### config.mk
export PLATFORM = sky130hd
export DESIGN_NAME = annp_regs
export DESIGN_NICKNAME = d
export VERILOG_FILES = /design/src/annp_pkg.sv /design/src/annp_regs.sv
export SDC_FILE = /design/constraint.sdc
export NUM_CORES = 1
export LEC_CHECK = 0
export CORE_UTILIZATION = 40
export CTS_CLUSTER_SIZE = 20
export DETAILED_ROUTE_END_ITERATION = 16
export DONT_BUFFER_PORTS = 1
export PLACE_DENSITY = 0.6
export SLEW_MARGIN = 30
export SYNTH_ARGS = -nofsm -noshare
export SYNTH_HDL_FRONTEND = slang
export SYNTH_SLANG_ARGS = --single-unit
### constraint.sdc
create_clock -name mclk -period 1.3 [get_ports mclk]
set_input_delay 0.13 -clock mclk [delete_from_list [all_inputs] [get_ports mclk]]
set_output_delay 0.13 -clock mclk [all_outputs]
set_load 0.02 [all_outputs]
### src/annp_pkg.sv
package annp_pkg;
  // register word addresses
  localparam logic [4:0] ANNP_ADDR_EXPANSION = 5'h06;
  localparam logic [4:0] ANNP_ADDR_LOCAL_NP = 5'h07;
  localparam logic [4:0] ANNP_ADDR_PARTNER_NP = 5'h08;
  localparam logic [4:0] ANNP_ADDR_IRQ_STATUS = 5'h18;
  localparam logic [4:0] ANNP_ADDR_IRQ_CLEAR = 5'h19;
  localparam logic [4:0] ANNP_ADDR_IRQ_ENABLE = 5'h1A;
  // expansion register fields
  localparam int ANNP_EXP_PDF_BIT = 4;
  localparam int ANNP_EXP_LPNP_BIT = 3;
  localparam int ANNP_EXP_LDNP_BIT = 2;
  localparam int ANNP_EXP_PR_BIT = 1;
  localparam int ANNP_EXP_LPAN_BIT = 0;
  // next page register fields
  localparam int ANNP_NP_NEXT_BIT = 15;
  localparam int ANNP_NP_ACK_BIT = 14;
  localparam int ANNP_NP_MSG_BIT = 13;
  localparam int ANNP_NP_ACK2_BIT = 12;
  localparam int ANNP_NP_TOG_BIT = 11;
  localparam int ANNP_NP_CODE_W = 11;
  // reset values
  localparam logic ANNP_RST_NEXT = 1'b0;
  localparam logic ANNP_RST_MSG = 1'b1;
  localparam logic ANNP_RST_ACK2 = 1'b0;
  localparam logic [10:0] ANNP_RST_CODE = 11'h001;
  // interrupt status bits
  localparam int ANNP_IRQ_PDF_BIT = 0;
  localparam int ANNP_IRQ_PR_BIT = 1;
  localparam int ANNP_IRQ_W = 2;
endpackage

### src/annp_regs.sv
`timescale 1ns/1ps
`default_nettype none
// Contract
// RULE1 - latch parallel detection fault high at expansion bit 4
// RULE2 - latch page received high at expansion bit 1
// RULE3 - expansion bit 3 shows partner next page ability
// RULE4 - expansion bit 2 reads fixed one, local next page able
// RULE5 - expansion bit 0 shows partner autoneg ability, reset zero
// RULE6 - outgoing next page request bit 15 writable, reset zero
// RULE7 - message page bit 13 writable, reset one
// RULE8 - code is message code when bit 13 set, else unformatted
// RULE9 - acknowledge-2 bit 12 writable, reset zero
// RULE10 - toggle bit 11 is inverse of last exchanged toggle
// RULE11 - outgoing code field resets to null page value one
// RULE12 - partner acknowledge shown at partner register bit 14
// RULE13 - partner next page, message, ack2, toggle bits read-only, reset zero
// RULE14 - latched flags clear on read unless condition still present
module annp_regs
  import annp_pkg::*;
#(
  parameter int ADDR_W = 5,
  parameter int DATA_W = 16
) (
  input wire logic mclk,
  input wire logic rst_b,
  input wire logic [ADDR_W-1:0] reg_addr,
  input wire logic [DATA_W-1:0] reg_wdata,
  input wire logic reg_wr,
  input wire logic reg_rd,
  output logic [DATA_W-1:0] reg_rdata,
  input wire logic par_det_fault,
  input wire logic page_rx_pulse,
  input wire logic partner_np_able,
  input wire logic partner_an_able,
  input wire logic [15:0] partner_word,
  input wire logic page_exchanged,
  input wire logic exchanged_toggle,
  output logic np_request,
  output logic np_message,
  output logic np_ack2,
  output logic np_toggle,
  output logic [10:0] np_code,
  output logic np_code_is_msg,
  output logic irq
);

  // decode and word layout assume at least five address bits and a 16-bit word
  if (ADDR_W < 5 || DATA_W != 16) begin : g_bad_params
    $error("annp_regs: ADDR_W must be >= 5 and DATA_W must be 16");
  end

  // ----------------------------------------------------------------
  // address decode
  // ----------------------------------------------------------------
  function automatic logic hit(input logic [ADDR_W-1:0] a, input logic [4:0] r);
    hit = (a == ADDR_W'(r));
  endfunction

  logic rd_exp;
  logic wr_np;
  logic wr_clr;
  logic wr_en;
  assign rd_exp = reg_rd && hit(reg_addr, ANNP_ADDR_EXPANSION);
  assign wr_np = reg_wr && hit(reg_addr, ANNP_ADDR_LOCAL_NP);
  assign wr_clr = reg_wr && hit(reg_addr, ANNP_ADDR_IRQ_CLEAR);
  assign wr_en = reg_wr && hit(reg_addr, ANNP_ADDR_IRQ_ENABLE);

  // ----------------------------------------------------------------
  // latched-high expansion flags
  // ----------------------------------------------------------------
  logic pdf_r;
  logic pr_r;

  // RULE1 fault latch
  // RULE14 read clears unless fault persists; a new event wins over the clear
  always_ff @(posedge mclk or negedge rst_b) begin
    if (!rst_b) begin
      pdf_r <= 1'b0;
    end else if (par_det_fault) begin
      pdf_r <= 1'b1;
    end else if (rd_exp) begin
      pdf_r <= 1'b0;
    end
  end

  // RULE2 page latch
  // RULE14 read clears unless a page arrives the same cycle
  always_ff @(posedge mclk or negedge rst_b) begin
    if (!rst_b) begin
      pr_r <= 1'b0;
    end else if (page_rx_pulse) begin
      pr_r <= 1'b1;
    end else if (rd_exp) begin
      pr_r <= 1'b0;
    end
  end

  // ----------------------------------------------------------------
  // outgoing next page
  // ----------------------------------------------------------------
  logic np_next_r;
  logic np_msg_r;
  logic np_ack2_r;
  logic [10:0] np_code_r;
  logic tog_r;

  // RULE6 RULE7 RULE9 writable control bits
  // RULE11 code resets to null page
  always_ff @(posedge mclk or negedge rst_b) begin
    if (!rst_b) begin
      np_next_r <= ANNP_RST_NEXT;
      np_msg_r <= ANNP_RST_MSG;
      np_ack2_r <= ANNP_RST_ACK2;
      np_code_r <= ANNP_RST_CODE;
    end else if (wr_np) begin
      np_next_r <= reg_wdata[ANNP_NP_NEXT_BIT];
      np_msg_r <= reg_wdata[ANNP_NP_MSG_BIT];
      np_ack2_r <= reg_wdata[ANNP_NP_ACK2_BIT];
      np_code_r <= reg_wdata[ANNP_NP_CODE_W-1:0];
    end
  end

  // RULE10 toggle follows inverse of last exchanged word
  always_ff @(posedge mclk or negedge rst_b) begin
    if (!rst_b) begin
      tog_r <= 1'b0;
    end else if (page_exchanged) begin
      tog_r <= ~exchanged_toggle;
    end
  end

  // ----------------------------------------------------------------
  // partner next page capture
  // ----------------------------------------------------------------
  logic [15:0] partner_r;
  logic lpnp_r;
  logic lpan_r;

  // RULE12 RULE13 captured on each received page, reset zero
  always_ff @(posedge mclk or negedge rst_b) begin
    if (!rst_b) begin
      partner_r <= 16'h0000;
    end else if (page_rx_pulse) begin
      partner_r <= partner_word;
    end
  end

  // RULE3 RULE5 partner ability levels
  // registered once, so a read shows the level one cycle late
  always_ff @(posedge mclk or negedge rst_b) begin
    if (!rst_b) begin
      lpnp_r <= 1'b0;
      lpan_r <= 1'b0;
    end else begin
      lpnp_r <= partner_np_able;
      lpan_r <= partner_an_able;
    end
  end

  // ----------------------------------------------------------------
  // interrupts
  // ----------------------------------------------------------------
  logic [ANNP_IRQ_W-1:0] ist_r;
  logic [ANNP_IRQ_W-1:0] ien_r;
  logic [ANNP_IRQ_W-1:0] iev;
  assign iev = {page_rx_pulse, par_det_fault};

  // set wins over a clear in the same cycle
  always_ff @(posedge mclk or negedge rst_b) begin
    if (!rst_b) begin
      ist_r <= '0;
    end else begin
      ist_r <= (ist_r & ~(wr_clr ? reg_wdata[ANNP_IRQ_W-1:0] : '0)) | iev;
    end
  end

  always_ff @(posedge mclk or negedge rst_b) begin
    if (!rst_b) begin
      ien_r <= '0;
    end else if (wr_en) begin
      ien_r <= reg_wdata[ANNP_IRQ_W-1:0];
    end
  end

  // built from the next status value so the line rises with the status bit, not a cycle later
  always_ff @(posedge mclk or negedge rst_b) begin
    if (!rst_b) begin
      irq <= 1'b0;
    end else begin
      irq <= |(((ist_r & ~(wr_clr ? reg_wdata[ANNP_IRQ_W-1:0] : '0)) | iev) & ien_r);
    end
  end

  // ----------------------------------------------------------------
  // read data, valid only the cycle after the strobe
  // ----------------------------------------------------------------
  logic [15:0] exp_word;
  logic [15:0] np_word;
  logic [15:0] rd_nxt;

  always_comb begin
    exp_word = 16'h0000;
    exp_word[ANNP_EXP_PDF_BIT] = pdf_r;
    exp_word[ANNP_EXP_LPNP_BIT] = lpnp_r;
    // RULE4 fixed local ability
    exp_word[ANNP_EXP_LDNP_BIT] = 1'b1;
    exp_word[ANNP_EXP_PR_BIT] = pr_r;
    exp_word[ANNP_EXP_LPAN_BIT] = lpan_r;
    np_word = 16'h0000;
    np_word[ANNP_NP_NEXT_BIT] = np_next_r;
    np_word[ANNP_NP_MSG_BIT] = np_msg_r;
    np_word[ANNP_NP_ACK2_BIT] = np_ack2_r;
    np_word[ANNP_NP_TOG_BIT] = tog_r;
    np_word[ANNP_NP_CODE_W-1:0] = np_code_r;
  end

  always_comb begin
    rd_nxt = 16'h0000;
    if (hit(reg_addr, ANNP_ADDR_EXPANSION)) begin
      rd_nxt = exp_word;
    end else if (hit(reg_addr, ANNP_ADDR_LOCAL_NP)) begin
      rd_nxt = np_word;
    end else if (hit(reg_addr, ANNP_ADDR_PARTNER_NP)) begin
      rd_nxt = partner_r;
    end else if (hit(reg_addr, ANNP_ADDR_IRQ_STATUS)) begin
      rd_nxt = 16'(ist_r);
    end else if (hit(reg_addr, ANNP_ADDR_IRQ_ENABLE)) begin
      rd_nxt = 16'(ien_r);
    end
  end

  // idle data is zero so a stale word is never taken for an answer
  always_ff @(posedge mclk or negedge rst_b) begin
    if (!rst_b) begin
      reg_rdata <= 16'h0000;
    end else if (reg_rd) begin
      reg_rdata <= rd_nxt;
    end else begin
      reg_rdata <= 16'h0000;
    end
  end

  // ----------------------------------------------------------------
  // outgoing page to the arbiter
  // ----------------------------------------------------------------
  // RULE8 message versus unformatted code selection
  always_ff @(posedge mclk or negedge rst_b) begin
    if (!rst_b) begin
      np_request <= ANNP_RST_NEXT;
      np_message <= ANNP_RST_MSG;
      np_ack2 <= ANNP_RST_ACK2;
      np_toggle <= 1'b0;
      np_code <= ANNP_RST_CODE;
      np_code_is_msg <= ANNP_RST_MSG;
    end else begin
      np_request <= np_next_r;
      np_message <= np_msg_r;
      np_ack2 <= np_ack2_r;
      np_toggle <= tog_r;
      np_code <= np_code_r;
      np_code_is_msg <= np_msg_r;
    end
  end

  // ----------------------------------------------------------------
  // assertions: latched flags and abilities
  // ----------------------------------------------------------------
  a_pdf_latch: assert property (@(posedge mclk) disable iff (!rst_b) // RULE1
    par_det_fault |=> pdf_r) else $error("fault flag not latched");
  a_pdf_hold: assert property (@(posedge mclk) disable iff (!rst_b) // RULE1
    pdf_r && !rd_exp |=> pdf_r) else $error("fault flag dropped without a read");
  a_pr_latch: assert property (@(posedge mclk) disable iff (!rst_b) // RULE2
    page_rx_pulse |=> pr_r) else $error("page flag not latched");
  a_pr_hold: assert property (@(posedge mclk) disable iff (!rst_b) // RULE2
    pr_r && !rd_exp |=> pr_r) else $error("page flag dropped without a read");
  a_lpnp_follow: assert property (@(posedge mclk) disable iff (!rst_b) // RULE3
    reg_rd && hit(reg_addr, ANNP_ADDR_EXPANSION)
      |=> reg_rdata[ANNP_EXP_LPNP_BIT] == $past(partner_np_able, 2))
    else $error("partner np ability wrong");
  a_ldnp_one: assert property (@(posedge mclk) disable iff (!rst_b) // RULE4
    reg_rd && hit(reg_addr, ANNP_ADDR_EXPANSION)
      |=> reg_rdata[ANNP_EXP_LDNP_BIT])
    else $error("local np ability not one");
  a_lpan_follow: assert property (@(posedge mclk) disable iff (!rst_b) // RULE5
    reg_rd && hit(reg_addr, ANNP_ADDR_EXPANSION)
      |=> reg_rdata[ANNP_EXP_LPAN_BIT] == $past(partner_an_able, 2))
    else $error("partner autoneg ability wrong");
  a_exp_reserved: assert property (@(posedge mclk) disable iff (!rst_b)
    reg_rd && hit(reg_addr, ANNP_ADDR_EXPANSION)
      |=> reg_rdata[DATA_W-1:ANNP_EXP_PDF_BIT+1] == '0)
    else $error("expansion reserved bits not zero");
  // a read in the same cycle as a new event leaves the flag set
  a_clear_read: assert property (@(posedge mclk) disable iff (!rst_b) // RULE14
    rd_exp && !par_det_fault |=> !pdf_r) else $error("fault flag not cleared");
  a_pr_clear: assert property (@(posedge mclk) disable iff (!rst_b) // RULE14
    rd_exp && !page_rx_pulse |=> !pr_r) else $error("page flag not cleared");

  // ----------------------------------------------------------------
  // assertions: outgoing and received next page
  // ----------------------------------------------------------------
  a_np_write: assert property (@(posedge mclk) disable iff (!rst_b) // RULE6
    wr_np |=> ##1 np_request == $past(reg_wdata[ANNP_NP_NEXT_BIT], 2)
      && np_message == $past(reg_wdata[ANNP_NP_MSG_BIT], 2)
      && np_ack2 == $past(reg_wdata[ANNP_NP_ACK2_BIT], 2))
    else $error("next page write lost");
  a_code_kind: assert property (@(posedge mclk) disable iff (!rst_b) // RULE8
    wr_np |=> ##1 np_code_is_msg == $past(reg_wdata[ANNP_NP_MSG_BIT], 2))
    else $error("code kind mismatch");
  a_code_write: assert property (@(posedge mclk) disable iff (!rst_b) // RULE11
    wr_np |=> ##1 np_code == $past(reg_wdata[ANNP_NP_CODE_W-1:0], 2))
    else $error("code field write lost");
  a_toggle_inv: assert property (@(posedge mclk) disable iff (!rst_b) // RULE10
    page_exchanged |=> ##1 np_toggle == !$past(exchanged_toggle, 2))
    else $error("toggle not inverted");
  a_toggle_read: assert property (@(posedge mclk) disable iff (!rst_b) // RULE10
    page_exchanged ##2 (reg_rd && hit(reg_addr, ANNP_ADDR_LOCAL_NP) && !$past(page_exchanged))
      |=> reg_rdata[ANNP_NP_TOG_BIT] == !$past(exchanged_toggle, 3))
    else $error("toggle read back wrong");
  a_partner_ack: assert property (@(posedge mclk) disable iff (!rst_b) // RULE12
    page_rx_pulse ##2 (reg_rd && hit(reg_addr, ANNP_ADDR_PARTNER_NP) && !$past(page_rx_pulse))
      |=> reg_rdata[ANNP_NP_ACK_BIT] == $past(partner_word[ANNP_NP_ACK_BIT], 3))
    else $error("partner ack not shown");
  a_partner_bits: assert property (@(posedge mclk) disable iff (!rst_b) // RULE13
    page_rx_pulse ##2 (reg_rd && hit(reg_addr, ANNP_ADDR_PARTNER_NP) && !$past(page_rx_pulse))
      |=> reg_rdata[ANNP_NP_NEXT_BIT:ANNP_NP_TOG_BIT] == $past(partner_word[15:11], 3))
    else $error("partner control bits not shown");

  // ----------------------------------------------------------------
  // assertions: read port and interrupt
  // ----------------------------------------------------------------
  a_rdata_idle: assert property (@(posedge mclk) disable iff (!rst_b)
    !reg_rd |=> reg_rdata == '0) else $error("read data not zero when idle");
  a_status_set: assert property (@(posedge mclk) disable iff (!rst_b)
    iev != '0 |=> (ist_r & $past(iev)) == $past(iev)) else $error("status bit not set");
  a_ien_write: assert property (@(posedge mclk) disable iff (!rst_b)
    wr_en |=> ien_r == $past(reg_wdata[ANNP_IRQ_W-1:0])) else $error("enable write lost");
  a_irq_level: assert property (@(posedge mclk) disable iff (!rst_b)
    (|(ist_r & ien_r)) && !wr_clr |=> irq) else $error("interrupt missing");
  a_irq_off: assert property (@(posedge mclk) disable iff (!rst_b)
    ((ist_r | iev) & ien_r) == '0 |=> !irq) else $error("interrupt without enabled status");

  c_fault_read: cover property (@(posedge mclk) disable iff (!rst_b) par_det_fault ##[1:4] rd_exp);
  c_page_irq: cover property (@(posedge mclk) disable iff (!rst_b) page_rx_pulse ##2 irq);
  c_np_write: cover property (@(posedge mclk) disable iff (!rst_b) wr_np ##1 page_exchanged);
  c_partner_read: cover property (@(posedge mclk) disable iff (!rst_b)
    page_rx_pulse ##2 (reg_rd && hit(reg_addr, ANNP_ADDR_PARTNER_NP)));
  c_fault_held: cover property (@(posedge mclk) disable iff (!rst_b) par_det_fault && rd_exp);

endmodule
`default_nettype wire

==> flow_metrics.tcl <==
set metrics [dict create \
    status "complete, but fails checks" \
    failed_checks "hold timing" \
    min_period_over_period_pct 96.40 \
    synth-seq-cells 71 \
    final_util_pct 53.28 \
    initial_antenna_violation_count 0 \
    hold-worst-slack_ns -0.5104 \
    syn-instance-count 199 \
    first_global_vias 1784 \
    commonest_cells_after_routing_fill_and_taps_aside "sky130_fd_sc_hd__dfrtp_1 (67), sky130_fd_sc_hd__dlygate4sd3_1 (38), sky130_fd_sc_hd__nand3_1 (30)" \
    placement.setup.worst_slack_ns 0.08646 \
    die_footprint_mm2 0.007250 \
    total_switching_power_mw 1.192 \
    drive_above_1_share_pct 25.81 \
    placed_cell_area_mm2 0.002843 \
    grt_overflow 0 \
    post_synth_num_cell_types 34 \
    regToRegStartpoint "ist_r[1]" \
    clk_latency_ns 0.33 \
    vdd.ir_drop.worst_uv 602.7 \
    cap_violations 0 \
    fin_cells 325 \
    critical_path_required_ns 1.51 \
    gp_routability_congestion 0.7412 \
    placeableCoreArea_mm2 0.006495 \
    cts.reportedPaths.clkPinSlew_ns 0.07 \
    power.density_cell_area_mw_per_mm2 1511 \
    worst-r2r-cell-count 3 \
    layout-area-overhead-vs-synth_pct 25.16 \
    power.internal_mw 4.037 \
    number_of_buffers_added_on_ports 0 \
    synth_warnings 0 \
    final_period_minus_worst_setup_slack_ns 1.253 \
    cell_leakage_power_nw 1.466 \
    synth_edf_count 0 \
    cts_sinks 71 \
    layout.cells.most_common "sky130_fd_sc_hd__dfrtp_1" \
    route.vias.total 1685 \
    layout_setup_ws_ns 0.04683 \
    worstHoldPathType "input pin to async pin" \
    synth_ff_type "sky130_fd_sc_hd__dfrtp_1" \
    dieHeight_um 85.15 \
    clock-root-buffer "sky130_fd_sc_hd__clkbuf_8" \
    rsz_0062_raised_after_global_routing "no" \
    arr_time_crit_path_ns 1.47 \
    post-cts-setup-buffers 0 \
    synth.cell_area_mm2 0.002765 \
    antenna_cells_inserted 0 \
    worst_clock_skew_ns 0.004410 \
    drv_slew 0 \
    finalNetCount 290 \
    endpoint_kind_of_the_worst_setup_timing_path "register" \
    effective_utilization_at_floorplan_pct 42.57 \
    route.final.wire_length_um 5494 \
    globalRouteTotalUtil_pct 17.00 \
    ys_async_sr_fraction_pct 100.0 \
    synth_nets 246 \
    seq_power_share_pct 53.0 \
    worst_slew_margin_rel_pct 74.64 \
    worst_pin_slew_ns 0.3787 \
    tritoncts "yes" \
    seq_area_frac_synth_pct 64.43 \
    switching_portion_of_total_power_pct 22.79 \
    die_boundary_width_um 85.15 \
    report.power.total_mw 5.229 \
    post-route-drc-count 0 \
    cts.path.max_buffers 2 \
    critPathKind "input pin to register" \
    postRouteAntennaNets 0 \
    power_frac_clock_pct 39.5 \
    combinationalPowerShare_pct 7.5 \
    syn_area_per_cell_um2 13.90 \
    layout.filler_cells 544 \
    timing.final.setup_violations 0 \
    post_cts_resize_count 0 \
    route.detailed.wl_per_inst_um 16.90 \
    std_cell_rows 29 \
    worst_case_register_to_register_setup_slack_ns 0.07 \
    cts_htree_levels 3 \
    grt_first_pass_wirelength_um 9218 \
    cts_hold_repair.buffers 38 \
    numPlacedInstances 271 \
    critPathMaxFanout 17 \
    worst_r2r_endpoint "ist_r[1]" \
    post-route-cell-area_mm2 0.003461 \
    via_per_inst 5.185 \
    timing.critical_path.from_type "input pin" \
    tritoncts.num_buffers 9 \
    drt_first_iter_violations 108 \
    achievable-frequency_mhz 798.0 \
    report.final.hold_viol_count 87 \
    maximum_number_of_pins_on_one_net_before_global_route_repair 72 \
    final_hpwl_dp_um 3763 \
    ios 80 \
    drtPass1Iterations 4 \
]
[power groups by stage]
stage / clock (mW) / sequential [mW] / combinational (mW)
2_1_floorplan: 0 / 2.76 / 0.295
3_3_place_gp: 0 / 2.81 / 0.292
3_5_place_dp: 0 / 2.82 / 0.298
4_1_cts: 2.11 / 2.78 / 0.394
5_1_grt: 2.24 / 2.81 / 0.426
6_report: 2.06 / 2.77 / 0.392
[worst max-delay path, stage by stage]
cell and delay (ns):
sky130_fd_sc_hd__nor3b_4 0.23, sky130_fd_sc_hd__buf_4 0.25, sky130_fd_sc_hd__nand3_1 0.12, sky130_fd_sc_hd__a21o_1 0.19, sky130_fd_sc_hd__dlygate4sd3_1 0.55
[cell usage after synthesis, types with 2 or more instances]
cell type,n,area [um2]
sky130_fd_sc_hd__a21bo_2,2,20.02
sky130_fd_sc_hd__a21o_1,2,15.01
sky130_fd_sc_hd__a21oi_1,11,55.05
sky130_fd_sc_hd__a311oi_1,4,35.03
sky130_fd_sc_hd__buf_2,2,10.01
sky130_fd_sc_hd__buf_6,2,22.52
sky130_fd_sc_hd__clkbuf_1,4,15.01
sky130_fd_sc_hd__dfrtp_1,67,1677
sky130_fd_sc_hd__dfstp_2,4,105.1
sky130_fd_sc_hd__inv_1,3,11.26
sky130_fd_sc_hd__mux2_2,24,270.3
sky130_fd_sc_hd__mux2_4,10,150.1
sky130_fd_sc_hd__nand2b_1,4,25.02
sky130_fd_sc_hd__nand3_1,30,150.1
sky130_fd_sc_hd__nor2_1,4,15.01
sky130_fd_sc_hd__nor3_1,4,20.02
sky130_fd_sc_hd__nor4_1,2,12.51
sky130_fd_sc_hd__o211ai_1,2,15.01
sky130_fd_sc_hd__o21ai_0,2,10.01
sky130_fd_sc_hd__o31ai_1,2,15.01
[layer usage]
layer  routed length (um)  up-vias  track usage, %
li1                     -      801               -
met1                 2617      815           23.85
met2                 2438       56           23.39
met3                  301       13           5.058
met4                  136        0           9.707
met5                    0        -               0
[worst max path at each step]
| stage | start | to | slack [ns] |
|---|---|---|---|
| after floorplan | reg_addr[4] | np_code_r[1] | -0.008 |
| after global placement | reg_addr[3] | reg_rdata[14] | 0.09 |
| after detailed placement | reg_addr[3] | reg_rdata[8] | 0.09 |
| after CTS | reg_addr[3] | pr_r | 0.06 |
| after global routing | reg_addr[3] | pr_r | 0.003 |
| final | reg_addr[3] | pr_r | 0.05 |
[layout make-up]
class	count	area [um2]	area share, %
tap	77	96.34	2.784
clock inverter	5	106.4	3.073
clock buffer	11	131.4	3.796
sequential	71	1782	51.48
timing repair buffer	44	425.4	12.29
multi-input combinational	114	908.4	26.25
inverter	3	11.26	0.3254
[registers in the layout (all words and copies together) (netlist names), 2 cells and up]
| signal | cells |
|---|---|
| partner_r | 16 |
| np_code_r | 11 |
| ist_r | 2 |
| np_code | 11 |
| ien_r | 2 |
| reg_rdata | 16 |
[stage by stage]
step / hold slack, ns / setup TNS, ns
2_1_floorplan: -0.1656 / -0.07405
3_3_place_gp: -0.1645 / 0
3_5_place_dp: -0.1644 / 0
4_1_cts: -0.5316 / 0
5_1_grt: -0.5465 / 0
6_report: -0.5104 / 0
[cell families after synthesis]
group	count (synthesis)	share of synthesized area, %
DFF	71	64.43
and+or+nand+nor	52	11.04
muxes	34	15.20
AOI/OAI and AO/OA	28	6.606
buffers and inverters	14	2.714
No activity file was read; power rests on OpenSTA's default activity.
